$ cat src/core/smlc_pkg.sv
package smlc_pkg;

   // Programming word and address field
   localparam int WORD_W = 32;
   localparam int ADDR_MSB = 2;
   localparam int ADDR_LSB = 0;
   localparam logic [2:0] ADDR_FREQ = 3'h0;
   localparam logic [2:0] ADDR_MOD = 3'h1;
   localparam logic [2:0] ADDR_LOOP = 3'h2;
   localparam logic [2:0] ADDR_OUTDIV = 3'h4;
   localparam logic [2:0] ADDR_PINMSB = 3'h5;

   // Reset images of the two configuration words
   localparam logic [31:0] MOD_RST = 32'h2000FFF9;
   localparam logic [31:0] LOOP_RST = 32'h00004042;

   // Modulus word layout
   localparam int MOD_MSB = 14;
   localparam int MOD_LSB = 3;

   // Loop configuration word layout
   localparam int RATE_BIT = 31;
   localparam int NOISE_MSB = 30;
   localparam int NOISE_LSB = 29;
   localparam int SEL_MSB = 28;
   localparam int SEL_LSB = 26;
   localparam int DBL_BIT = 25;
   localparam int HALF_BIT = 24;
   localparam int RDIV_MSB = 23;
   localparam int RDIV_LSB = 14;
   localparam int BUF_BIT = 13;
   localparam int CP_MSB = 12;
   localparam int CP_LSB = 9;
   localparam int ALG_BIT = 8;
   localparam int WIN_BIT = 7;
   localparam int POL_BIT = 6;
   localparam int PD_BIT = 5;
   localparam int HIZ_BIT = 4;
   localparam int CRST_BIT = 3;

   // Output divider setting and pin select top bit in other words
   localparam int OUTDIV_MSB = 22;
   localparam int OUTDIV_LSB = 20;
   localparam logic [2:0] OUTDIV_RST = 3'h0;
   localparam int PINMSB_BIT = 18;
   localparam logic PINMSB_RST = 1'b0;

   // Output pin select codes
   localparam logic [3:0] SEL_HIZ = 4'h0;
   localparam logic [3:0] SEL_HIGH = 4'h1;
   localparam logic [3:0] SEL_LOW = 4'h2;
   localparam logic [3:0] SEL_REFDIV = 4'h3;
   localparam logic [3:0] SEL_FBHALF = 4'h4;
   localparam logic [3:0] SEL_ALD = 4'h5;
   localparam logic [3:0] SEL_DLD = 4'h6;
   localparam logic [3:0] SEL_READBACK = 4'hC;

   // Modulator noise mode codes
   localparam logic [1:0] NOISE_LOW = 2'h0;
   localparam logic [1:0] NOISE_SPUR1 = 2'h2;
   localparam logic [1:0] NOISE_SPUR2 = 2'h3;

   // Active configuration handed to the synthesizer core
   typedef struct packed {
      logic lock_detect_rate;
      logic [1:0] modulator_noise_mode;
      logic [3:0] output_pin_select;
      logic reference_doubler_enable;
      logic reference_halver_enable;
      logic [9:0] reference_divide;
      logic output_divider_buffering_enable;
      logic [3:0] charge_pump_current_code;
      logic lock_detect_algorithm;
      logic lock_detect_window;
      logic detector_polarity;
      logic power_down;
      logic charge_pump_hiz;
      logic counter_reset;
      logic [11:0] modulus;
      logic [2:0] output_divider_setting;
   } smlc_cfg_t;

endpackage : smlc_pkg

$ cat src/core/smlc_serial_rx.sv
`timescale 1ns/10ps
module smlc_serial_rx #(
   parameter int WORD_W = 32
) (
   input wire logic clk_i,
   input wire logic rst_i,
   input wire logic ser_clk_i,
   input wire logic ser_data_i,
   input wire logic ser_load_i,
   output logic clk_rise_o,
   output logic word_valid_o,
   output logic [WORD_W-1:0] word_o
);
   localparam int CNT_W = $clog2(WORD_W + 1);
   localparam logic [CNT_W-1:0] FULL = CNT_W'(WORD_W);

   logic [2:0] meta_r;
   logic [2:0] sync_r;
   logic clk_d_r;
   logic load_d_r;
   logic load_rise;
   logic [WORD_W-1:0] shift_r, shift_nxt;
   logic [CNT_W-1:0] cnt_r, cnt_nxt;
   logic valid_nxt;
   logic [WORD_W-1:0] word_nxt;

   // Pins pass two flops; edges are taken from the second stage only.
   // Load resets to its idle high level so release shows no false edge.
   always_ff @(posedge clk_i or posedge rst_i) begin
      if (rst_i) begin
         meta_r <= 3'h4;
         sync_r <= 3'h4;
         clk_d_r <= 1'b0;
         load_d_r <= 1'b1;
      end else begin
         meta_r <= {ser_load_i, ser_data_i, ser_clk_i};
         sync_r <= meta_r;
         clk_d_r <= sync_r[0];
         load_d_r <= sync_r[2];
      end
   end

   assign clk_rise_o = sync_r[0] & ~clk_d_r;
   assign load_rise = sync_r[2] & ~load_d_r;

   // Shift while load is low; only a word of at least 32 bits is accepted
   always_comb begin
      shift_nxt = shift_r;
      cnt_nxt = cnt_r;
      valid_nxt = 1'b0;
      word_nxt = word_o;
      if (load_rise) begin
         cnt_nxt = '0;
         if (cnt_r == FULL) begin
            valid_nxt = 1'b1;
            word_nxt = shift_r;
         end
      end else if (clk_rise_o && !sync_r[2]) begin
         shift_nxt = {shift_r[WORD_W-2:0], sync_r[1]};
         if (cnt_r != FULL) begin
            cnt_nxt = cnt_r + CNT_W'(1);
         end
      end
   end

   always_ff @(posedge clk_i or posedge rst_i) begin
      if (rst_i) begin
         shift_r <= '0;
         cnt_r <= '0;
         word_valid_o <= 1'b0;
         word_o <= '0;
      end else begin
         shift_r <= shift_nxt;
         cnt_r <= cnt_nxt;
         word_valid_o <= valid_nxt;
         word_o <= word_nxt;
      end
   end

endmodule : smlc_serial_rx

$ cat src/core/smlc_multiplexed_output_pin.sv
`timescale 1ns/10ps
module smlc_multiplexed_output_pin (
   input wire logic clk_i,
   input wire logic rst_i,
   input wire logic [3:0] sel_i,
   input wire logic ref_div_i,
   input wire logic fb_div_i,
   input wire logic analog_lock_i,
   input wire logic digital_lock_i,
   input wire logic readback_bit_i,
   output logic pin_o,
   output logic pin_oe_o
);
   logic [3:0] meta_r;
   logic [3:0] sync_r;
   logic fb_d_r;
   logic half_r, half_nxt;
   logic pin_nxt;
   logic oe_nxt;

   // Divider and lock levels come from other circuits: two flops first
   always_ff @(posedge clk_i or posedge rst_i) begin
      if (rst_i) begin
         meta_r <= 4'h0;
         sync_r <= 4'h0;
         fb_d_r <= 1'b0;
      end else begin
         meta_r <= {digital_lock_i, analog_lock_i, fb_div_i, ref_div_i};
         sync_r <= meta_r;
         fb_d_r <= sync_r[1];
      end
   end

   // Pin source by select code; reserved codes leave the pin undriven
   always_comb begin
      half_nxt = half_r ^ (sync_r[1] & ~fb_d_r);
      pin_nxt = 1'b0;
      oe_nxt = 1'b1;
      unique case (sel_i)
         smlc_pkg::SEL_HIGH: pin_nxt = 1'b1;
         smlc_pkg::SEL_LOW: pin_nxt = 1'b0;
         smlc_pkg::SEL_REFDIV: pin_nxt = sync_r[0];
         smlc_pkg::SEL_FBHALF: pin_nxt = half_r;
         smlc_pkg::SEL_ALD: pin_nxt = sync_r[2];
         smlc_pkg::SEL_DLD: pin_nxt = sync_r[3];
         smlc_pkg::SEL_READBACK: pin_nxt = readback_bit_i;
         default: oe_nxt = 1'b0;
      endcase
   end

   always_ff @(posedge clk_i or posedge rst_i) begin
      if (rst_i) begin
         half_r <= 1'b0;
         pin_o <= 1'b0;
         pin_oe_o <= 1'b0;
      end else begin
         half_r <= half_nxt;
         pin_o <= pin_nxt;
         pin_oe_o <= oe_nxt;
      end
   end

endmodule : smlc_multiplexed_output_pin

$ cat src/core/smlc_regs.sv
`timescale 1ns/10ps
module smlc_regs #(
   parameter int WORD_W = smlc_pkg::WORD_W
) (
   input wire logic clk_i,
   input wire logic rst_i,
   input wire logic ser_clk_i,
   input wire logic ser_data_i,
   input wire logic ser_load_i,
   input wire logic ref_div_i,
   input wire logic fb_div_i,
   input wire logic analog_lock_i,
   input wire logic digital_lock_i,
   input wire logic [WORD_W-1:0] readback_word_i,
   output smlc_pkg::smlc_cfg_t cfg_o,
   output logic [1:0] noise_mode_eff_o,
   output logic freq_word_load_o,
   output logic multiplexed_output_pin_o,
   output logic multiplexed_output_pin_oe_o
);

   // Serial front end outputs
   logic ser_clk_rise;
   logic word_valid;
   logic [WORD_W-1:0] word;
   logic [2:0] word_addr;

   // Written words and active copies of the buffered fields
   logic [WORD_W-1:0] mod_word_r, mod_word_nxt;
   logic [WORD_W-1:0] loop_word_r, loop_word_nxt;
   logic [11:0] mod_act_r, mod_act_nxt;
   logic [9:0] rdiv_act_r, rdiv_act_nxt;
   logic [3:0] cp_act_r, cp_act_nxt;
   logic [2:0] div_pend_r, div_pend_nxt;
   logic [2:0] div_act_r, div_act_nxt;
   logic pin_msb_r, pin_msb_nxt;
   logic load_r, load_nxt;

   // Readback shifter
   logic [WORD_W-1:0] rb_shift_r, rb_shift_nxt;

   // Decoded views of the stored words
   logic buffering_on;
   logic [3:0] pin_select;
   logic [1:0] noise_raw;

   smlc_serial_rx #(
      .WORD_W(WORD_W)
   ) u_rx (
      .clk_i(clk_i),
      .rst_i(rst_i),
      .ser_clk_i(ser_clk_i),
      .ser_data_i(ser_data_i),
      .ser_load_i(ser_load_i),
      .clk_rise_o(ser_clk_rise),
      .word_valid_o(word_valid),
      .word_o(word)
   );

   // Address field of the word just completed
   assign word_addr = word[smlc_pkg::ADDR_MSB:smlc_pkg::ADDR_LSB];

   // Live views; the select top bit lives in a separate word
   assign buffering_on = loop_word_r[smlc_pkg::BUF_BIT];
   assign pin_select = {pin_msb_r, loop_word_r[smlc_pkg::SEL_MSB:smlc_pkg::SEL_LSB]};
   assign noise_raw = loop_word_r[smlc_pkg::NOISE_MSB:smlc_pkg::NOISE_LSB];

   // Word storage and the double buffer transfer.
   // Pending values sit in the stored words; a word-zero write copies
   // them into the active set, so a half-written setup never reaches
   // the loop. Power-down is only a field: nothing here clears on it.
   always_comb begin
      mod_word_nxt = mod_word_r;
      loop_word_nxt = loop_word_r;
      mod_act_nxt = mod_act_r;
      rdiv_act_nxt = rdiv_act_r;
      cp_act_nxt = cp_act_r;
      div_pend_nxt = div_pend_r;
      div_act_nxt = div_act_r;
      pin_msb_nxt = pin_msb_r;
      load_nxt = 1'b0;
      if (word_valid) begin
         unique case (word_addr)
            smlc_pkg::ADDR_FREQ: begin
               // Apply pending buffered fields; the output divider only with buffering on
               mod_act_nxt = mod_word_r[smlc_pkg::MOD_MSB:smlc_pkg::MOD_LSB];
               rdiv_act_nxt = loop_word_r[smlc_pkg::RDIV_MSB:smlc_pkg::RDIV_LSB];
               cp_act_nxt = loop_word_r[smlc_pkg::CP_MSB:smlc_pkg::CP_LSB];
               if (buffering_on) begin
                  div_act_nxt = div_pend_r;
               end
               load_nxt = 1'b1;
            end
            smlc_pkg::ADDR_MOD: begin
               mod_word_nxt = word;
            end
            smlc_pkg::ADDR_LOOP: begin
               loop_word_nxt = word;
            end
            smlc_pkg::ADDR_OUTDIV: begin
               div_pend_nxt = word[smlc_pkg::OUTDIV_MSB:smlc_pkg::OUTDIV_LSB];
               if (!buffering_on) begin
                  div_act_nxt = word[smlc_pkg::OUTDIV_MSB:smlc_pkg::OUTDIV_LSB];
               end
            end
            smlc_pkg::ADDR_PINMSB: begin
               pin_msb_nxt = word[smlc_pkg::PINMSB_BIT];
            end
            default: begin
               // Words outside this block leave every field unchanged
               load_nxt = 1'b0;
            end
         endcase
      end
   end

   always_ff @(posedge clk_i or posedge rst_i) begin
      if (rst_i) begin
         mod_word_r <= smlc_pkg::MOD_RST;
         loop_word_r <= smlc_pkg::LOOP_RST;
         mod_act_r <= smlc_pkg::MOD_RST[smlc_pkg::MOD_MSB:smlc_pkg::MOD_LSB];
         rdiv_act_r <= smlc_pkg::LOOP_RST[smlc_pkg::RDIV_MSB:smlc_pkg::RDIV_LSB];
         cp_act_r <= smlc_pkg::LOOP_RST[smlc_pkg::CP_MSB:smlc_pkg::CP_LSB];
         div_pend_r <= smlc_pkg::OUTDIV_RST;
         div_act_r <= smlc_pkg::OUTDIV_RST;
         pin_msb_r <= smlc_pkg::PINMSB_RST;
         load_r <= 1'b0;
      end else begin
         mod_word_r <= mod_word_nxt;
         loop_word_r <= loop_word_nxt;
         mod_act_r <= mod_act_nxt;
         rdiv_act_r <= rdiv_act_nxt;
         cp_act_r <= cp_act_nxt;
         div_pend_r <= div_pend_nxt;
         div_act_r <= div_act_nxt;
         pin_msb_r <= pin_msb_nxt;
         load_r <= load_nxt;
      end
   end

   assign freq_word_load_o = load_r;

   // Readback: the snapshot is taken when a word completes while the
   // pin is in readback mode, then one bit per serial clock rise, msb
   // first. The host clocks it out with load held high.
   always_comb begin
      rb_shift_nxt = rb_shift_r;
      if (word_valid && pin_select == smlc_pkg::SEL_READBACK) begin
         rb_shift_nxt = readback_word_i;
      end else if (ser_clk_rise) begin
         rb_shift_nxt = {rb_shift_r[WORD_W-2:0], 1'b0};
      end
   end

   always_ff @(posedge clk_i or posedge rst_i) begin
      if (rst_i) begin
         rb_shift_r <= '0;
      end else begin
         rb_shift_r <= rb_shift_nxt;
      end
   end

   // Pin driver; its output comes from flops inside
   smlc_multiplexed_output_pin u_mux (
      .clk_i(clk_i),
      .rst_i(rst_i),
      .sel_i(pin_select),
      .ref_div_i(ref_div_i),
      .fb_div_i(fb_div_i),
      .analog_lock_i(analog_lock_i),
      .digital_lock_i(digital_lock_i),
      .readback_bit_i(rb_shift_r[WORD_W-1]),
      .pin_o(multiplexed_output_pin_o),
      .pin_oe_o(multiplexed_output_pin_oe_o)
   );

   // Immediate fields straight from the stored word, buffered fields from the active copies; the loop core
   // decodes them, the bank only carries them out.
   assign cfg_o.lock_detect_rate = loop_word_r[smlc_pkg::RATE_BIT];
   assign cfg_o.modulator_noise_mode = noise_raw;
   assign cfg_o.output_pin_select = pin_select;
   assign cfg_o.reference_doubler_enable = loop_word_r[smlc_pkg::DBL_BIT];
   assign cfg_o.reference_halver_enable = loop_word_r[smlc_pkg::HALF_BIT];
   assign cfg_o.reference_divide = rdiv_act_r;
   assign cfg_o.output_divider_buffering_enable = buffering_on;
   assign cfg_o.charge_pump_current_code = cp_act_r;
   assign cfg_o.lock_detect_algorithm = loop_word_r[smlc_pkg::ALG_BIT];
   assign cfg_o.lock_detect_window = loop_word_r[smlc_pkg::WIN_BIT];
   assign cfg_o.detector_polarity = loop_word_r[smlc_pkg::POL_BIT];
   assign cfg_o.power_down = loop_word_r[smlc_pkg::PD_BIT];
   assign cfg_o.charge_pump_hiz = loop_word_r[smlc_pkg::HIZ_BIT];
   assign cfg_o.counter_reset = loop_word_r[smlc_pkg::CRST_BIT];
   assign cfg_o.modulus = mod_act_r;
   assign cfg_o.output_divider_setting = div_act_r;

   // Effective noise mode: the reserved code falls back to low noise
   // so noise_mode_eff_o never shows an undefined setting; cfg_o carries the raw code
   always_comb begin
      unique case (noise_raw)
         smlc_pkg::NOISE_SPUR1: noise_mode_eff_o = smlc_pkg::NOISE_SPUR1;
         smlc_pkg::NOISE_SPUR2: noise_mode_eff_o = smlc_pkg::NOISE_SPUR2;
         default: noise_mode_eff_o = smlc_pkg::NOISE_LOW;
      endcase
   end

endmodule : smlc_regs

$ cat config.mk
export PLATFORM = sky130hd
export DESIGN_NAME = smlc_regs
export DESIGN_NICKNAME = d
export VERILOG_FILES = /design/src/core/smlc_pkg.sv /design/src/core/smlc_serial_rx.sv /design/src/core/smlc_multiplexed_output_pin.sv /design/src/core/smlc_regs.sv
export SDC_FILE = /design/constraint.sdc
export NUM_CORES = 1
export LEC_CHECK = 0
export BUFFER_PORTS_ARGS = -buffer_cell sky130_fd_sc_hd__buf_2
export CORE_UTILIZATION = 50
export DETAILED_ROUTE_END_ITERATION = 10
export GPL_ROUTABILITY_DRIVEN = 0
export PLACE_DENSITY = 0.73
export SETUP_SLACK_MARGIN = 0.3
export SYNTH_ARGS = -nofsm -noshare
export SYNTH_HDL_FRONTEND = slang
export SYNTH_SLANG_ARGS = --single-unit
$ cat constraint.sdc
create_clock -name clk_i -period 7 [get_ports clk_i]
set_clock_uncertainty 0.05 [all_clocks]
set_input_delay 2.1 -clock clk_i [delete_from_list [all_inputs] [get_ports clk_i]]
set_output_delay 2.1 -clock clk_i [all_outputs]
set_load 0.005 [all_outputs]
==> run summary <==
status: complete, no violations
std cell rows: 45
most common cell after layout, fill and taps aside: mux2_2
I/O pin count: 91
Fin. Hold Viols: 0
Critical Path Sink Type: output port
Fin Hold WS: 0.299 ns
Synth cell types: 36
Die Ht: 128 µm
register area share after synthesis: 62.6%
fin crit share: 46.3%
total CTS buffers: 17
Min-Delay Path Class: flop to flop
Final min period: 3.24 ns
Post-CTS Setup Bufs: 0
top cell type's share of synthesized area: 52.7%
fmax: 309 MHz
WL/cell: 15.7 µm
fillcell total: 1220
die footprint: 0.0165 mm²
largest cells by area after synthesis: dfrtp_1, mux2_2, dfstp_2, buf_4, buf_2
Setup Crit Path Kind: flop to output port
DRT Wirelength: 12700 µm
FF+latch area: 0.00499 mm²
hold path start: u_rx.meta_r[2]
yosys warns: 0
total negative slack: 0 ns
CTS Root Cell: clkbuf_16
CP required: 4.85 ns
First DRT Iteration DRCs: 163
Synth Instances: 506
mean post-synth cell area: 15.8 µm²
Worst setup SP type: flop
CP Buf/Inv Count: 1
clk_lat worst skew: 0.43 ns
number of cells on the critical path: 1
reg2reg start: u_rx.word_o[2]
critical path arrival: 1.09 ns
Layout Area Growth over Synthesis: 13.7%
most frequent cells in the layout: mux2_2, dfrtp_1, buf_2
# nets final: 627
vias after detailed routing: 4123
IO buf count: 90
crit path to: cfg_o[38]
Setup crit start: loop_word_r[26]
Total GRT Usage: 16.7%
worst-case clock buffer depth: 2
# hold bufs at CTS: 0
post-cts sizing count: 0
HPWL Detailed: 8300 µm
Synth area leader: dfrtp_1
worst path cell trace: buf_2
max_cap viols: 0
ant diodes: 0
Worst Path Max Fanout: 9
slowest stage cell, crit path: dfrtp_1
power per cell area: 265 mW/mm²
CTS tree: yes
area of the multi-input gates: 0.00272 mm²
core outline area: 0.0154 mm²
post-synthesis register bit count: 198
Worst R2R End: loop_word_r[22]
Pwr Total: 2.40 mW
antenna-violating nets left: 0
leakage dissipation: 4.54 nW
number of global-route vias before repair: 4264
detail-routed via count per cell: 5.10
Worst-path clk slew: 0.06 ns
fraction of layout cells with a size suffix above 1: 60.0%
Syn Nets: 549
hold depth: 0
max incr delay on CP: 0.48 ns
worst relative slew slack: 24.3%
family with the most delay on the worst path: flip-flops
reg-to-reg slack, setup: 4.47 ns
Max VDD drop: 0.195 mV
RSZ-0062 raised after global routing: no
Starting Density: 51.9%
Finish-stage setup viols: 0
CTS H-Tree Depth: 4
final routed DRC violation total: 0
Overflow after GRT: 0
actual slew at the worst max-slew pin: 1.13 ns
initial antenna violation count: 0
fin. max-slew vios: 0
largest net degree at the start of global routing: 199
Mapped Area: 0.00798 mm²
Sink Count: 198
first-pass GRT wire length: 21000 µm
R2R depth: 4
DRT Pass-1 Iters: 4
die width: 128 µm
## registers in the layout (all words and copies together) (netlist names), 6 cells and up
name          flops
mod_word_r       12
u_rx.cnt_r        6
mod_act_r        12
rb_shift_r       32
u_rx.shift_r     32
u_rx.word_o      32
rdiv_act_r       10
loop_word_r      29
## worst min-delay path by stage
| stage | endpoint |
|---|---|
| 6_report | u_rx.sync_r[2] |
| 5_1_grt | u_rx.sync_r[2] |
| 4_1_cts | u_rx.sync_r[2] |
| 3_5_place_dp | u_rx.sync_r[0] |
| 3_3_place_gp | u_mux.sync_r[3] |
| 2_1_floorplan | u_mux.sync_r[0] |
## synth_stat cells, drive strengths merged
master and number:
mux2 202, dfrtp 168, buf 34, dfstp 30, nand2 10, inv 9
nand2b 7, mux2i 6, o21ai 5, clkbuf 4, nand4 4, nor3b 4
nor3 3, ha 2, nor2 2, or3b 2, a221oi 1, a32o 1
and2 1, and3 1, and4b 1, nand3 1, nand3b 1, o211ai 1
o311ai 1, o31ai 1, o41ai 1, or3 1, xnor2 1, xor2 1
## kinds of logic (layout without fill, tap and decap cells)
family / count (synthesis) / after routing / synth area share (%)
XOR/XNOR: 2 / 2 / 0.220
multiplexers: 208 / 208 / 29.3
AO/OA/AOI/OAI: 11 / 11 / 0.957
buffers and inverters: 47 / 138 / 3.51
adder cells (fa/ha/maj): 2 / 2 / 0.314
AND/OR/NAND/NOR: 38 / 38 / 3.17
flip-flops: 198 / 198 / 62.6
## metal layers
layer	GRT usage [%]	share of wire [%]	vias up
met4	6.23	1.5	0
met5	0	0	-
met3	4.72	5.2	18
met2	26.4	48	100
li1	-	-	1919
met1	22.1	45	2086
## stage by stage
| step | setup WS [ns] | instance area [µm²] | instances | utilization, % |
|---|---|---|---|---|
| 3_3_place_gp | 3.81 | 8530 | 776 | 55.5 |
| 4_1_cts | 3.74 | 9070 | 808 | 59.0 |
| 2_1_floorplan | 2.31 | 7980 | 506 | - |
| 6_report | 3.76 | 9070 | 808 | 59.0 |
| 3_5_place_dp | 3.78 | 8530 | 776 | 55.5 |
| 5_1_grt | 3.70 | 9070 | 808 | 59.0 |
## where the power goes
part           internal (mW)  leakage [nW]  switching, mW
combinational          0.134          1.71         0.0743
clock                  0.510         0.270          0.388
sequential              1.25          2.56         0.0534
## layout make-up
type	count	area share (%)
Sequential cell	198	55.0
Multi-Input combinational cell	261	29.9
Timing Repair Buffer	97	5.68
Clock buffer	25	5.24
Tap cell	211	2.91
Clock inverter	7	0.786
Inverter	9	0.414
Note: power is estimated with default switching activity, not from simulation.
